$ cat src/inc/led_fault_params.svh
`ifndef LED_FAULT_PARAMS_SVH
`define LED_FAULT_PARAMS_SVH

// System clock rate
`define CLK_FREQ_KHZ 50000
// Nominal converter switching rate
`define SW_FREQ_KHZ 500
// Clock cycles per switching cycle
`define SW_DIV_CYCLES (`CLK_FREQ_KHZ / `SW_FREQ_KHZ)

// Retry wait after LED string overcurrent, in switching cycles
`define RETRY_SW_CYCLES 16000
// Persistence of LED string overcurrent before the wait starts, in switching cycles
`define OC_QUALIFY_SW_CYCLES 2

// Counter width for divider and retry timer
`define CNT_W 16

// Analog trip points, kept for reference by the comparators
`define OT_TRIP_DEGC 165
`define OT_RELEASE_DEGC 145
`define REG_SHORT_MV 1400
`define RUNAWAY_KHZ 2500

// Reset values
`define RST_DRIVE 1'b0
`define RST_FLAG_PULL 1'b0
`define RST_STANDBY 1'b1
`define RST_COMP_RESET 1'b1

`endif

$ cat src/inc/led_fault_pkg.sv
`include "led_fault_params.svh"

package led_fault_pkg;

	// Raw comparator outputs, all active high
	typedef struct packed {
		logic ot_hot;
		logic ot_cool;
		logic vin_undervoltage_lockout;
		logic reg_undervoltage_lockout;
		logic reg_short;
		logic output_overvoltage_protect;
		logic sw_cl;
		logic led_oc;
		logic runaway;
	} cmp_in_t;

	// Per-fault status seen by the supervisor
	typedef struct packed {
		logic thermal;
		logic vin_undervoltage_lockout;
		logic reg_undervoltage_lockout;
		logic reg_short;
		logic output_overvoltage_protect;
		logic cur_limit;
		logic led_oc;
		logic runaway;
	} fault_status_t;

	// LED string overcurrent retry sequence
	typedef enum logic [1:0] {
		LOC_IDLE,
		LOC_QUALIFY,
		LOC_SKIP
	} loc_state_t;

	// Whole state of the supervisor
	typedef struct packed {
		logic [`CNT_W-1:0] sw_cnt;
		logic sw_tick;
		logic ot_latched;
		logic cl_latched;
		loc_state_t loc;
		logic [`CNT_W-1:0] loc_cnt;
		logic switch_drive;
		logic dim_drive;
		logic standby;
		logic comp_reset;
		logic flag_pull;
		logic flag_level;
		fault_status_t status;
	} state_t;

	// State of the synchroniser
	typedef struct packed {
		cmp_in_t stage1;
		cmp_in_t stage2;
	} sync_state_t;

endpackage

$ cat src/rtl/comparator_sync.sv
`timescale 1ns/1ns
`default_nettype none

module comparator_sync (
	input wire logic clk,
	input wire logic rst,
	input wire led_fault_pkg::cmp_in_t raw,
	output led_fault_pkg::cmp_in_t synced
);
	import led_fault_pkg::*;

	sync_state_t st;
	sync_state_t next_st;
	logic [$bits(cmp_in_t)-1:0] raw_bits;
	logic [$bits(cmp_in_t)-1:0] s1_bits;
	logic [$bits(cmp_in_t)-1:0] s2_bits;
	logic [$bits(cmp_in_t)-1:0] next_s1;
	logic [$bits(cmp_in_t)-1:0] next_s2;

	assign raw_bits = raw;
	assign s1_bits = st.stage1;
	assign s2_bits = st.stage2;

	// Two stages per comparator bit; first stage feeds only the second
	genvar i;
	generate
		for (i = 0; i < $bits(cmp_in_t); i++) begin : g_bit
			assign next_s1[i] = raw_bits[i];
			assign next_s2[i] = s1_bits[i];
		end
	endgenerate

	// Next state assembly
	always_comb begin
		next_st = st;
		next_st.stage1 = next_s1;
		next_st.stage2 = next_s2;
	end

	// State register
	always_ff @(posedge clk) begin
		if (rst) begin
			st <= '0;
		end else begin
			st <= next_st;
		end
	end

	assign synced = s2_bits;

endmodule

`default_nettype wire

$ cat src/rtl/led_driver_fault_supervisor.sv
`timescale 1ns/1ns
`default_nettype none

`include "led_fault_params.svh"

// Function
// - Over-temperature trip forces gate low, standby, compensation reset and flag low.
// - After thermal shutdown, stay off until die cools below release point.
// - Fault flag is open drain: pulled low for reported faults, else released.
// - Input undervoltage drops gate and dimming, standby, compensation reset, not reported.
// - Regulator undervoltage drops gate, standby, compensation reset, not reported.
// - Regulator short after startup: gate low, standby, compensation reset, flag low.
// - Output overvoltage: gate low, standby, compensation reset, flag low until cleared.
// - Switch current limit ends pulse until next cycle; no standby, no flag.
// - Boost LED overcurrent: drives low, compensation reset, flag low, retry after wait.
// - Frequency runaway forces gate low and flag low without standby.
// - LED overcurrent must persist two switching cycles before the wait starts.
// - Dimming stays low for the whole wait, then restart is attempted.
module led_driver_fault_supervisor #(
	parameter logic [`CNT_W-1:0] SW_DIV = `CNT_W'(`SW_DIV_CYCLES),
	parameter logic [`CNT_W-1:0] RETRY_CYCLES = `CNT_W'(`RETRY_SW_CYCLES),
	parameter logic [`CNT_W-1:0] QUALIFY_CYCLES = `CNT_W'(`OC_QUALIFY_SW_CYCLES)
) (
	input wire logic clk,
	input wire logic rst,
	input wire led_fault_pkg::cmp_in_t cmp_raw,
	input wire logic boost_mode,
	input wire logic startup_done,
	input wire logic gate_request,
	input wire logic dim_request,
	output logic switch_drive,
	output logic dim_switch_drive,
	output logic standby,
	output logic comp_reset,
	output logic fault_flag_n_o,
	output logic fault_flag_n_oe,
	output led_fault_pkg::fault_status_t fault_status
);
	import led_fault_pkg::*;

	state_t st;
	state_t next_st;
	cmp_in_t cmp;
	logic thermal_active;
	logic short_active;
	logic led_oc_active;
	logic led_skip;
	logic cl_active;
	logic gate_block;
	logic dim_block;
	logic standby_req;
	logic comp_req;
	logic flag_req;

	// Comparator inputs into the clock domain
	comparator_sync u_sync (
		.clk(clk),
		.rst(rst),
		.raw(cmp_raw),
		.synced(cmp)
	);

	// Fault conditions derived from synchronised comparators
	always_comb begin
		thermal_active = st.ot_latched | cmp.ot_hot;
		short_active = cmp.reg_short & startup_done;
		led_oc_active = cmp.led_oc & boost_mode;
		led_skip = (st.loc == LOC_SKIP);
		cl_active = cmp.sw_cl | st.cl_latched;
	end

	// Combine every fault into per-output demands
	always_comb begin
		gate_block = thermal_active | cmp.vin_undervoltage_lockout | cmp.reg_undervoltage_lockout | short_active
			| cmp.output_overvoltage_protect | cl_active | led_oc_active | led_skip | cmp.runaway;
		dim_block = cmp.vin_undervoltage_lockout | led_skip;
		standby_req = thermal_active | cmp.vin_undervoltage_lockout | cmp.reg_undervoltage_lockout
			| short_active | cmp.output_overvoltage_protect;
		comp_req = standby_req | led_skip;
		flag_req = thermal_active | short_active | cmp.output_overvoltage_protect
			| led_skip | cmp.runaway;
	end

	// Next state
	always_comb begin
		next_st = st;

		// Switching cycle enable divider
		if (st.sw_cnt == SW_DIV - `CNT_W'(1)) begin
			next_st.sw_cnt = '0;
			next_st.sw_tick = 1'b1;
		end else begin
			next_st.sw_cnt = st.sw_cnt + `CNT_W'(1);
			next_st.sw_tick = 1'b0;
		end

		// Thermal hysteresis latch, trip wins over release
		if (cmp.ot_hot) begin
			next_st.ot_latched = 1'b1;
		end else if (cmp.ot_cool) begin
			next_st.ot_latched = 1'b0;
		end

		// Pulse termination until the next switching cycle, new trip wins
		if (cmp.sw_cl) begin
			next_st.cl_latched = 1'b1;
		end else if (st.sw_tick) begin
			next_st.cl_latched = 1'b0;
		end

		// LED string overcurrent qualify and retry wait
		case (st.loc)
			LOC_IDLE: begin
				next_st.loc_cnt = '0;
				if (led_oc_active) begin
					next_st.loc = LOC_QUALIFY;
				end
			end
			LOC_QUALIFY: begin
				if (!led_oc_active) begin
					next_st.loc = LOC_IDLE;
					next_st.loc_cnt = '0;
				end else if (st.sw_tick) begin
					if (st.loc_cnt == QUALIFY_CYCLES - `CNT_W'(1)) begin
						next_st.loc = LOC_SKIP;
						next_st.loc_cnt = '0;
					end else begin
						next_st.loc_cnt = st.loc_cnt + `CNT_W'(1);
					end
				end
			end
			LOC_SKIP: begin
				if (st.sw_tick) begin
					if (st.loc_cnt == RETRY_CYCLES - `CNT_W'(1)) begin
						next_st.loc = LOC_IDLE;
						next_st.loc_cnt = '0;
					end else begin
						next_st.loc_cnt = st.loc_cnt + `CNT_W'(1);
					end
				end
			end
			default: begin
				next_st.loc = LOC_IDLE;
				next_st.loc_cnt = '0;
			end
		endcase

		// Registered outputs
		next_st.switch_drive = gate_request & ~gate_block;
		next_st.dim_drive = dim_request & ~dim_block;
		next_st.standby = standby_req;
		next_st.comp_reset = comp_req;
		next_st.flag_pull = flag_req;
		next_st.flag_level = 1'b0;

		// Status snapshot
		next_st.status.thermal = thermal_active;
		next_st.status.vin_undervoltage_lockout = cmp.vin_undervoltage_lockout;
		next_st.status.reg_undervoltage_lockout = cmp.reg_undervoltage_lockout;
		next_st.status.reg_short = short_active;
		next_st.status.output_overvoltage_protect = cmp.output_overvoltage_protect;
		next_st.status.cur_limit = cl_active;
		next_st.status.led_oc = led_skip;
		next_st.status.runaway = cmp.runaway;
	end

	// State register
	always_ff @(posedge clk) begin
		if (rst) begin
			st <= '0;
			st.loc <= LOC_IDLE;
			st.switch_drive <= `RST_DRIVE;
			st.dim_drive <= `RST_DRIVE;
			st.standby <= `RST_STANDBY;
			st.comp_reset <= `RST_COMP_RESET;
			st.flag_pull <= `RST_FLAG_PULL;
		end else begin
			st <= next_st;
		end
	end

	// Outputs straight from the state register
	assign switch_drive = st.switch_drive;
	assign dim_switch_drive = st.dim_drive;
	assign standby = st.standby;
	assign comp_reset = st.comp_reset;
	assign fault_flag_n_o = st.flag_level;
	assign fault_flag_n_oe = st.flag_pull;
	assign fault_status = st.status;

endmodule

`default_nettype wire

$ cat config.mk
export PLATFORM = sky130hd
export DESIGN_NAME = led_driver_fault_supervisor
export DESIGN_NICKNAME = d
export VERILOG_FILES = /design/src/inc/led_fault_pkg.sv /design/src/rtl/comparator_sync.sv /design/src/rtl/led_driver_fault_supervisor.sv
export VERILOG_INCLUDE_DIRS = /design/src /design/src/inc
export SDC_FILE = /design/constraint.sdc
export NUM_CORES = 1
export LEC_CHECK = 0
export BUFFER_PORTS_ARGS = -buffer_cell sky130_fd_sc_hd__buf_4
export CORE_ASPECT_RATIO = 0.6
export CORE_MARGIN = 4
export CORE_UTILIZATION = 29
export DETAILED_ROUTE_END_ITERATION = 6
export GPL_TIMING_DRIVEN = 0
export MAX_ROUTING_LAYER = met4
export PLACE_DENSITY = 0.52
export REMOVE_ABC_BUFFERS = 1
export SKIP_LAST_GASP = 1
export SYNTH_ARGS = -nofsm -noshare
export SYNTH_HDL_FRONTEND = slang
export SYNTH_SLANG_ARGS = --single-unit
$ cat constraint.sdc
create_clock -name clk -period 1.65 [get_ports clk]
set_input_delay 0.33 -clock clk [delete_from_list [all_inputs] [get_ports clk]]
set_output_delay 0.33 -clock clk [all_outputs]
set_load 0.05 [all_outputs]
# After elaboration in Yosys (flattened, before gate mapping)
# Cells that the tools add are included.
# Widths: inputs -> output; s select.
# word_totals
wordCells	92
in_bits	15
register_bits	69
out_inout_bits	14
# classes
reduce_logical	6
bitwise	22
n_mux	14
n_addsub	2
n_eq_ne	10
# op_table
op	n
$mux 18	3
$pmux 18 s3	1
$add 16x1->16 const B	2
$mux 16	2
$eq 16x1->1 const B	1
$eq 16x14->1 const B	1
$eq 16x7->1 const B	1
$or 1x1->1	16
$mux 2	3
$ne 3x3->1 const B	2
$mux 1	5
$reduce_and 5->1	1
$and 1x1->1	4
$ne 2x2->1 const B	2
$reduce_bool 2->1	2
$eq 2x1->1 const B	1
$eq 2x2->1 const B	1
$logic_not 2->1	1
$ne 2x1->1 const B	1
$not 1->1	2
$reduce_and 2->1	1
$reduce_or 2->1	1

# Longest topological paths before layout
# Gate-level depths: netlist of the first run.
# logic_depth
depth_word	11
depth_mapped	8
ltp_nobuf	7

# Hierarchy
# A second synthesis of the first run with hierarchy kept.
# hier_totals
hier_cells	298
area_unflattened_um2	2771.4
# modules_own_cells
mod	instances	area_each_um2	cells_each	seq_area_each_um2
led_driver_fault_supervisor	1	2282.2	261	1001.0
comparator_sync	1	489.2	37	360.3

# Least setup slack after synthesis of the first run
# No wires, ideal clock.
# synth_timing
path_kind	register to register
start	register st[14] (netlist name)
end	register st[24] (netlist name)
path_buffers	0
arrival_time_ns	1.605
path_slack_ns	-0.034
path_stages_with_launch	7
cell_sequence	dfxtp_1 ha_1 and4_1 and4_1 o22ai_1 or4b_1 o211ai_1
# synth_between
elab_chain_cells	5
word_cells_on_any_way	9
classes_between	1 x add/sub; 2 x eq/ne; 6 x mux
# synth_lines
item	line_no	text
start: declaration	led_driver_fault_supervisor.sv:41	state_t st;
start signal: assignment	led_driver_fault_supervisor.sv:178	st <= next_st;
$add 16x1->16 / $eq 16x1->1 (equally long branches)	led_driver_fault_supervisor.sv:128, led_driver_fault_supervisor.sv:138, led_driver_fault_supervisor.sv:124	
$mux 16	led_driver_fault_supervisor.sv:124	if (st.loc_cnt == QUALIFY_CYCLES - `CNT_W'(1)) begin
$mux 18	led_driver_fault_supervisor.sv:123	end else if (st.sw_tick) begin
$mux 18	led_driver_fault_supervisor.sv:120	if (!led_oc_active) begin
$pmux 18 s3 (*)	led_driver_fault_supervisor.sv:112	case (st.loc)
# Every way passes the cells marked *; elsewhere a longest branch is shown, timed or not. The select of a mux whose other input is x is not followed.
# A chain may end at the register's enable or synchronous reset.

# Final worst setup path of the first run
# layout_timing
start	register st[15] (netlist name)
end	register st[24] (netlist name)
# The elaborated chain is that of the path after synthesis.

==> reports/metrics.cfg, run 1 <==
[die]
die_area_sq_um = 11200
core.rowCount = 27
die-width_um = 134
ioPinCount = 29
start_util_pct = 30.0
coreArea_sq_um = 9260
die_h_um = 83.8

[global_routing]
grt_max_degree = 49
grt_pass1_vias = 2083
grt_pass1_wl_mm = 10.0
antenna_found_initial = 0
grt_usage_pct = 11.6
grt-ovfl-total = 0

[critical_path]
critical_path_buf_inv_count = 1
crit_slowest_cell = or4b_1
critPathMaxFanout = 4
crit_path_end_kind = flop
worst_setup_path_start_kind = flop
slowest_delay_ns = 0.46
critical-path-top-delay-family = simple AND/OR/NAND/NOR gates
worstPathCellList = inv_2 -> ha_2 -> nor3b_2 -> and4_4 -> o22ai_4 -> or4b_1 -> o211ai_1
critical_path_class = reg2reg
critPathArrivalTime_ns = 1.99
crit_required_ns = 1.90

[synth]
synth_top_family_by_area = simple AND/OR/NAND/NOR gates
ys_seq_area_share_pct = 49.1
synthMuxAreaShare_pct = 0
synth_compound_area_share_pct = 7.49
yosysUniqueCellTypes = 48
syn_inst = 302
async_flop_share_pct = 0
yosysTopAreaCellShare_pct = 49.1
yosys_most_used_dff = dfxtp_1
synth-simple-area-share_pct = 29.5
synth_edf_count = 0
yosys-top-cells-area = dfxtp_1 49%, nor2b_1 5.9%, nor2_1 5.8%
synth_area_sq_um = 2770
yosysWarnings = 0
synth_xor_area_share_pct = 6.31
synthAdderAreaFrac_pct = 1.35
yosysTopAreaCell = dfxtp_1
syn_area_per_cell_sq_um = 9.19
synth_seq_cells = 68

[sta]
setup_ws_ns = -0.0918
tightest_slew_ns = 0.612
relSlewSlack_pct = 59.1
drv_slew = 0
clock_skew_ns = 0.00336
finalHoldViolations = 0
max_freq_mhz = 574
fin_crit_ns = 1.74
rsz0062_at_grt = true
setup_viol = 13
fin_crit_sh_pct = 106

[outcome]
violations = negative setup slack
status = complete, but fails checks

[pwr]
power.density_nw_per_um2 = 1070
irDropWorstVdd_mv = 0.552
leakage_nw = 1.34
totalPowerFinal_mw = 3.99

[finish]
fin_util_pct = 40.1
nNetsFinal = 352
drive_gt1_share_pct = 32.7
area_growth_pct = 33.9
antenna_cells = 0
fillers = 916

[placed_design]
place.gp.congestion = 0.784
port_buffers = 27
hpwl_mm = 3.78

[drt]
wl_per_cell_um = 13.3
drt-initial-drc-count = 70
num_vias = 2189
postRouteAntennaNets = 0
drc = 0
wl_mm = 6.22
dr.pass1.iters = 4
via_per_inst = 4.67

[clocking]
clockBufferDepth = 2
cts_tree = built
cts.clk_slew.worst_paths_ns = 0.05
cts-root-buf = clkbuf_16
htree_levels = 3
cts_made_buffers = 9
clk_latency_ns = 0.33
clock-sinks = 68
holdBufCountCts = 0

[worst_hold_path]
hp-class = in2reg

[job]
maxCapViolCount = 0

==> report_power, final <==
| part | total (mW) | switching [mW] | internal, mW |
|---|---|---|---|
| clock network | 2.08 | 0.720 | 1.36 |
| registers | 1.70 | 0.0209 | 1.68 |
| logic | 0.201 | 0.122 | 0.0788 |
| total | 3.99 | 0.862 | 3.12 |
==> flip-flops by register name, summed over array words and instances, names as in the netlist <==
| signal | count |
|---|---|
| fault_flag_n_oe | 1 |
| switch_drive | 1 |
| u_sync.next_s2 | 9 |
| standby | 1 |
| st | 37 |
| dim_switch_drive | 1 |
| fault_status | 8 |
| u_sync.synced | 9 |
| comp_reset | 1 |
==> cells by family (layout without fill, tap and decap cells) <==
group                    count (synthesis)  after routing
AO/OA/AOI/OAI                           28             28
flip-flops                              68             68
buffers and inverters                   29             65
AND/OR/NAND/NOR                        153            154
other                                    1              1
adder cells (fa/ha/maj)                  3              3
XOR/XNOR                                20             20
==> path summary, 6_finish.rpt <==
check / from / endpoint / slack [ns] / cells past startpoint
min reg2reg: u_sync.next_s2[8] / u_sync.synced[8] / 0.43 / 1
max: st[15] / st[24] / -0.09 / 7
max reg2reg: st[15] / st[24] / -0.09 / 7
min: cmp_raw[1] / u_sync.next_s2[1] / 0.21 / 2
==> Yosys cell counts (all sizes together) (2+ instances only) <==
cell    number
a21oi        5
a31oi        7
a41oi        2
and3         4
and4         5
buf         14
clkbuf       8
dfxtp       68
ha           3
inv          7
nand2       19
nand2b       5
nand3       14
nand3b       3
nand4        9
nand4b       3
nor2        43
nor2b       26
nor3         6
nor3b        2
nor4         5
o21ai        4
or2          2
or4          2
xnor2       10
xor2        10
==> layer usage <==
metal / GRT usage (%) / routed length, um / vias to the layer above
li1: - / - / 1095
met1: 14.8 / 3180 / 1049
met2: 16.2 / 2630 / 30
met3: 4.22 / 280 / 15
met4: 5.36 / 129 / 0
met5: - / 0 / -
==> cell type report <==
type	instances	area, sq um	share of cell area, %
Inverter	7	26.3	0.707
Tap cell	130	163	4.38
Timing Repair Buffer	42	364	9.80
Clock buffer	10	239	6.43
Multi-Input combinational cell	206	1450	39.1
Sequential cell	68	1380	37.2
Clock inverter	6	86.3	2.32
==> worst reg2reg max path, stage by stage, from the launching register on <==
cell and delay (ns):
dfxtp_4 0.37, inv_2 0.04, ha_2 0.15, nor3b_2 0.15
and4_4 0.21, o22ai_4 0.19, or4b_1 0.46, o211ai_1 0.10
==> placed cells by master (no fill, tap or decap), types with 4 or more instances in the layout <==
cell       instances
a21oi_1            4
a31oi_1            5
and3_1             4
buf_4             36
clkbuf_16          9
dfxtp_1           57
dfxtp_2            8
inv_1              6
nand2_1           19
nand3_1           13
nand4_1            9
nor2_1            32
nor2_2            11
nor2b_1           26
nor3_1             4
xnor2_1           10
xor2_1            10
==> repair_timing <==
| item | in CTS | in global routing |
|---|---|---|
| gates cloned | 1 | 0 |
| buffers inserted | 13 | 3 |
| setup endpoints to repair | 38 | 34 |
| pin swaps | 7 | 16 |
| resized for setup | 34 | 31 |
==> stage by stage <==
step	setup TNS (ns)	cells	setup slack (ns)	hold slack, ns	area [sq um]
final	-0.677	469	-0.0918	0.209	3710
after global routing	-2.99	469	-0.158	0.209	3710
after floorplan	-5.06	280	-0.542	0.399	2630
after global placement	-18.95	437	-1.01	0.418	2990
after detailed placement	-19.56	437	-1.03	0.421	2990
after CTS	-0.894	467	-0.111	0.201	3590
(Power assumes the default switching activity.)
==> run 2, diff against run 1 <==
TNS_END_PERCENT = 5   (was not set)
==> run 2 against run 1 <==
Compared with the run above:
- the run still ends with negative setup slack left
- via count decreased by 1.6%
- global-route usage decreased by 0.13 points
- total power decreased by 0.31%
- cell area decreased by 3.6%
- non-clock buffer count decreased by 2
- routed wire length decreased by 3.8%
- count of clock-buffer cells in the layout unchanged
==> reports/metrics.cfg, run 2 (same netlist as run 1, synthesis figures left out) <==
[outcome]
status = complete, but fails checks
violations = negative setup slack

[job]
maxCapViolCount = 0

[die]
die_area_sq_um = 11200
coreArea_sq_um = 9260
ioPinCount = 29
start_util_pct = 30.0
core.rowCount = 27
die-width_um = 134
die_h_um = 83.8

[drt]
dr.pass1.iters = 4
wl_per_cell_um = 12.8
drt-initial-drc-count = 82
drc = 0
wl_mm = 5.99
via_per_inst = 4.61
postRouteAntennaNets = 0
num_vias = 2154

[clocking]
clk_latency_ns = 0.33
cts_tree = built
clock-sinks = 68
clockBufferDepth = 2
cts-root-buf = clkbuf_16
cts_made_buffers = 9
holdBufCountCts = 0
htree_levels = 3
cts.clk_slew.worst_paths_ns = 0.05

[worst_hold_path]
hold_end = u_sync.next_s2[1]
hold_start = cmp_raw[1]
hp-class = in2reg
hold_path_depth = 2

[pwr]
irDropWorstVdd_mv = 0.518
power.density_nw_per_um2 = 1110
totalPowerFinal_mw = 3.97
leakage_nw = 1.31

[sta]
setup_ws_ns = -0.118
fin_crit_ns = 1.77
relSlewSlack_pct = 35.6
setup_viol = 32
max_freq_mhz = 566
rsz0062_at_grt = true
tightest_slew_ns = 0.964
finalHoldViolations = 0
fin_crit_sh_pct = 107
clock_skew_ns = 0.00379
drv_slew = 0
fin_hold_ws_ns = 0.211

[critical_path]
worstReg2RegStart = st[15]
worst_setup_path_start_kind = flop
timing.rr.end = st[24]
crit_slowest_cell = or4b_1
critPathMaxFanout = 4
r2r_cells = 7
slowest_delay_ns = 0.46
critical_path_class = reg2reg
worstPathCellList = inv_1 -> ha_1 -> nor3b_2 -> and4_4 -> o22ai_4 -> or4b_1 -> o211ai_1
critical_path_buf_inv_count = 1
critical-path-top-delay-family = simple AND/OR/NAND/NOR gates
crit_required_ns = 1.90
critPathArrivalTime_ns = 2.02
crit_path_end_kind = flop
rrSetupSlack_ns = -0.12

[finish]
drive_gt1_share_pct = 23.7
final_common_cell = dfxtp_1
largest_reg_flops = 37
layout_common_cells = 64 x dfxtp_1, 43 x nor2_1, 36 x buf_4
fillers = 924
nNetsFinal = 350
final_cells = 467
area_growth_pct = 29.1
largest-register = st
antenna_cells = 0

[global_routing]
grt-ovfl-total = 0
grt_pass1_vias = 2047
grt_max_degree = 49
grt_usage_pct = 11.4
antenna_found_initial = 0
grt_pass1_wl_mm = 9.91

[placed_design]
port_buffers = 27
dp_slack_ns = -1.03
place.gp.congestion = 0.784
place_inst = 437
hpwl_mm = 3.78

==> run 2: routing by layer <==
metal	GRT usage, %	vias to the layer above	wire [um]
li1	-	1091	-
met1	14.9	1003	3100
met2	15.9	50	2510
met3	4.46	10	314
met4	4.44	0	66
met5	-	-	0
==> run 2: worst max-delay path by stage <==
stage | from | endpoint | depth (start not counted)
after floorplan | st[14] | st[24] | 6
after global placement | st[14] | st[24] | 6
after detailed placement | st[14] | st[24] | 6
after CTS | st[46] | st[50] | 6
after global routing | st[31] | st[28] | 6
final | st[15] | st[24] | 7
==> run 2: final cells by class <==
cell class / instances / area (sq um) / share of cell area (%)
multi-input combinational: 206 / 1350 / 37.6
inverter: 7 / 26.3 / 0.734
sequential: 68 / 1370 / 38.2
clock inverter: 6 / 86.3 / 2.41
clock buffer: 10 / 239 / 6.67
tap: 130 / 163 / 4.54
timing repair buffer: 40 / 350 / 9.78
==> run 2: power breakdown <==
part	internal [mW]	total, mW	switching (mW)
sequential	1.69	1.71	0.0200
clock	1.36	2.07	0.711
combinational	0.0768	0.195	0.118
==> run 2: repair_timing <==
| item | CTS | global route |
|---|---|---|
| endpoints found under the hold margin | 0 | 0 |
| endpoints found under the setup margin | 38 | 36 |
| setup buffers | 11 | 2 |
| cloned | 1 | 0 |
| pin swaps | 4 | 2 |
| resized for setup | 22 | 5 |
==> run 2: per-stage QoR <==
stage / instance area, sq um / util (%) / TNS, ns
6_report: 3580 / 38.7 / -1.29
4_1_cts: 3530 / 38.2 / -3.27
2_1_floorplan: 2630 / - / -5.06
3_5_place_dp: 2990 / 32.3 / -19.56
3_3_place_gp: 2990 / 32.3 / -18.95
5_1_grt: 3580 / 38.7 / -4.24
==> run 3, diff against run 2 <==
CTS_BUF_LIST = sky130_fd_sc_hd__clkbuf_8   (was not set)
==> run 3 against run 2 <==
Compared with the run above:
- the flow still finishes with violations (negative setup slack)
- sequential power barely moved
- register-to-register slack barely moved
- clock skew rose by 0.0042 ns
- clock power fell by 26%
- global-route usage fell by 0.052 points
- hold slack got worse by 0.012 ns
- routed wire length fell by 0.83%
- worst setup slack got worse by 0.0036 ns
- critical path depth did not move
- highest routed layer unchanged
==> reports/metrics.cfg, run 3 (same netlist as run 1, synthesis figures left out) <==
[pwr]
irDropWorstVdd_mv = 0.489
power.density_nw_per_um2 = 986
totalPowerFinal_mw = 3.43
leakage_nw = 1.26

[critical_path]
worstPathCellList = inv_1 -> ha_1 -> nor3b_2 -> and4_4 -> o22ai_4 -> or4b_1 -> o211ai_1
critPathArrivalTime_ns = 2.04
timing.rr.end = st[24]
slowest_delay_ns = 0.46
r2r_cells = 7
critPathMaxFanout = 4
crit_required_ns = 1.92
worstReg2RegStart = st[15]
critical_path_buf_inv_count = 1
crit_slowest_cell = or4b_1
critical-path-top-delay-family = simple AND/OR/NAND/NOR gates
crit_path_end_kind = flop
critical_path_class = reg2reg
rrSetupSlack_ns = -0.12
worst_setup_path_start_kind = flop

[drt]
wl_per_cell_um = 12.7
drc = 0
postRouteAntennaNets = 0
num_vias = 2146
via_per_inst = 4.60
dr.pass1.iters = 4
wl_mm = 5.94
drt-initial-drc-count = 110

[finish]
largest-register = st
nNetsFinal = 350
fillers = 942
antenna_cells = 0
fin_util_pct = 37.6
area_growth_pct = 25.4
final_common_cell = dfxtp_1
layout_common_cells = 64 x dfxtp_1, 43 x nor2_1, 36 x buf_4
drive_gt1_share_pct = 23.7
largest_reg_flops = 37

[sta]
max_freq_mhz = 564
clock_skew_ns = 0.00802
fin_crit_ns = 1.77
drv_slew = 0
setup_tns_ns = -1.32
finalHoldViolations = 0
tightest_slew_ns = 0.954
fin_hold_ws_ns = 0.200
setup_ws_ns = -0.122
fin_crit_sh_pct = 107
setup_viol = 27
relSlewSlack_pct = 36.2
rsz0062_at_grt = true

[placed_design]
dp_slack_ns = -1.03
hpwl_mm = 3.78
port_buffers = 27
place.gp.congestion = 0.784

[die]
start_util_pct = 30.0
ioPinCount = 29
core.rowCount = 27
coreArea_sq_um = 9260
die_h_um = 83.8
die-width_um = 134
die_area_sq_um = 11200

[global_routing]
grtUsageMet3_pct = 5.06
use_met2_pct = 15.6
met1_usage_pct = 15.1
grt_pass1_vias = 2027
grt_pass1_wl_mm = 9.87
grt_max_degree = 49
grt-ovfl-total = 0
antenna_found_initial = 0
top_usage_layer = met2
grt_usage_pct = 11.4

[clocking]
cts_made_buffers = 9
cts_tree = built
clock-sinks = 68
cts.clk_slew.worst_paths_ns = 0.08
htree_levels = 3
cts-root-buf = clkbuf_8
clockBufferDepth = 2
clk_latency_ns = 0.34

[worst_hold_path]
hold_path_depth = 2
hold_start = cmp_raw[5]
hp-class = in2reg
hold_end = u_sync.next_s2[5]

[outcome]
status = complete, but fails checks
violations = negative setup slack

[job]
maxCapViolCount = 0

## run 3: metal layers
layer / part of all wire [%] / up-vias
li1: - / 1091
met1: 51 / 1009
met2: 43 / 42
met3: 5.4 / 4
met4: 0.52 / 0
met5: 0 / -
## run 3: timing repair
action	4_1_cts	5_1_grt
gates cloned	1	0
resized for setup	22	5
setup endpoints to repair	38	36
pin swaps	4	2
buffers inserted	11	2
hold buffers	0	0
## run 3: stage by stage
stage,area (sq um),instances
6_report,3480,467
5_1_grt,3480,467
4_1_cts,3430,465
2_1_floorplan,2630,280
3_5_place_dp,2990,437
3_3_place_gp,2990,437
## run 3: cell type report
cell class	count	area, sq um	area share (%)
clock inverters	6	86.3	2.48
well taps	130	163	4.67
clock buffers	10	138	3.96
flip-flops and latches	68	1370	39.3
repair buffers	40	350	10.1
inverters	7	26.3	0.755
multi-input cells	206	1350	38.7
## run 3: worst max-delay path by stage
stage | from | endpoint | slack [ns] | cells after the start
after detailed placement | st[14] | st[24] | -1.03 | 6
after floorplan | st[14] | st[24] | -0.54 | 6
after CTS | st[15] | st[24] | -0.13 | 7
after global routing | st[31] | st[28] | -0.21 | 6
final | st[15] | st[24] | -0.12 | 7
after global placement | st[14] | st[24] | -1.01 | 6
## run 3: report_power, final
group	internal, mW	switching (mW)
Clock	0.892	0.643
Sequential	1.68	0.0199
Combinational	0.0768	0.117
Total	2.65	0.780
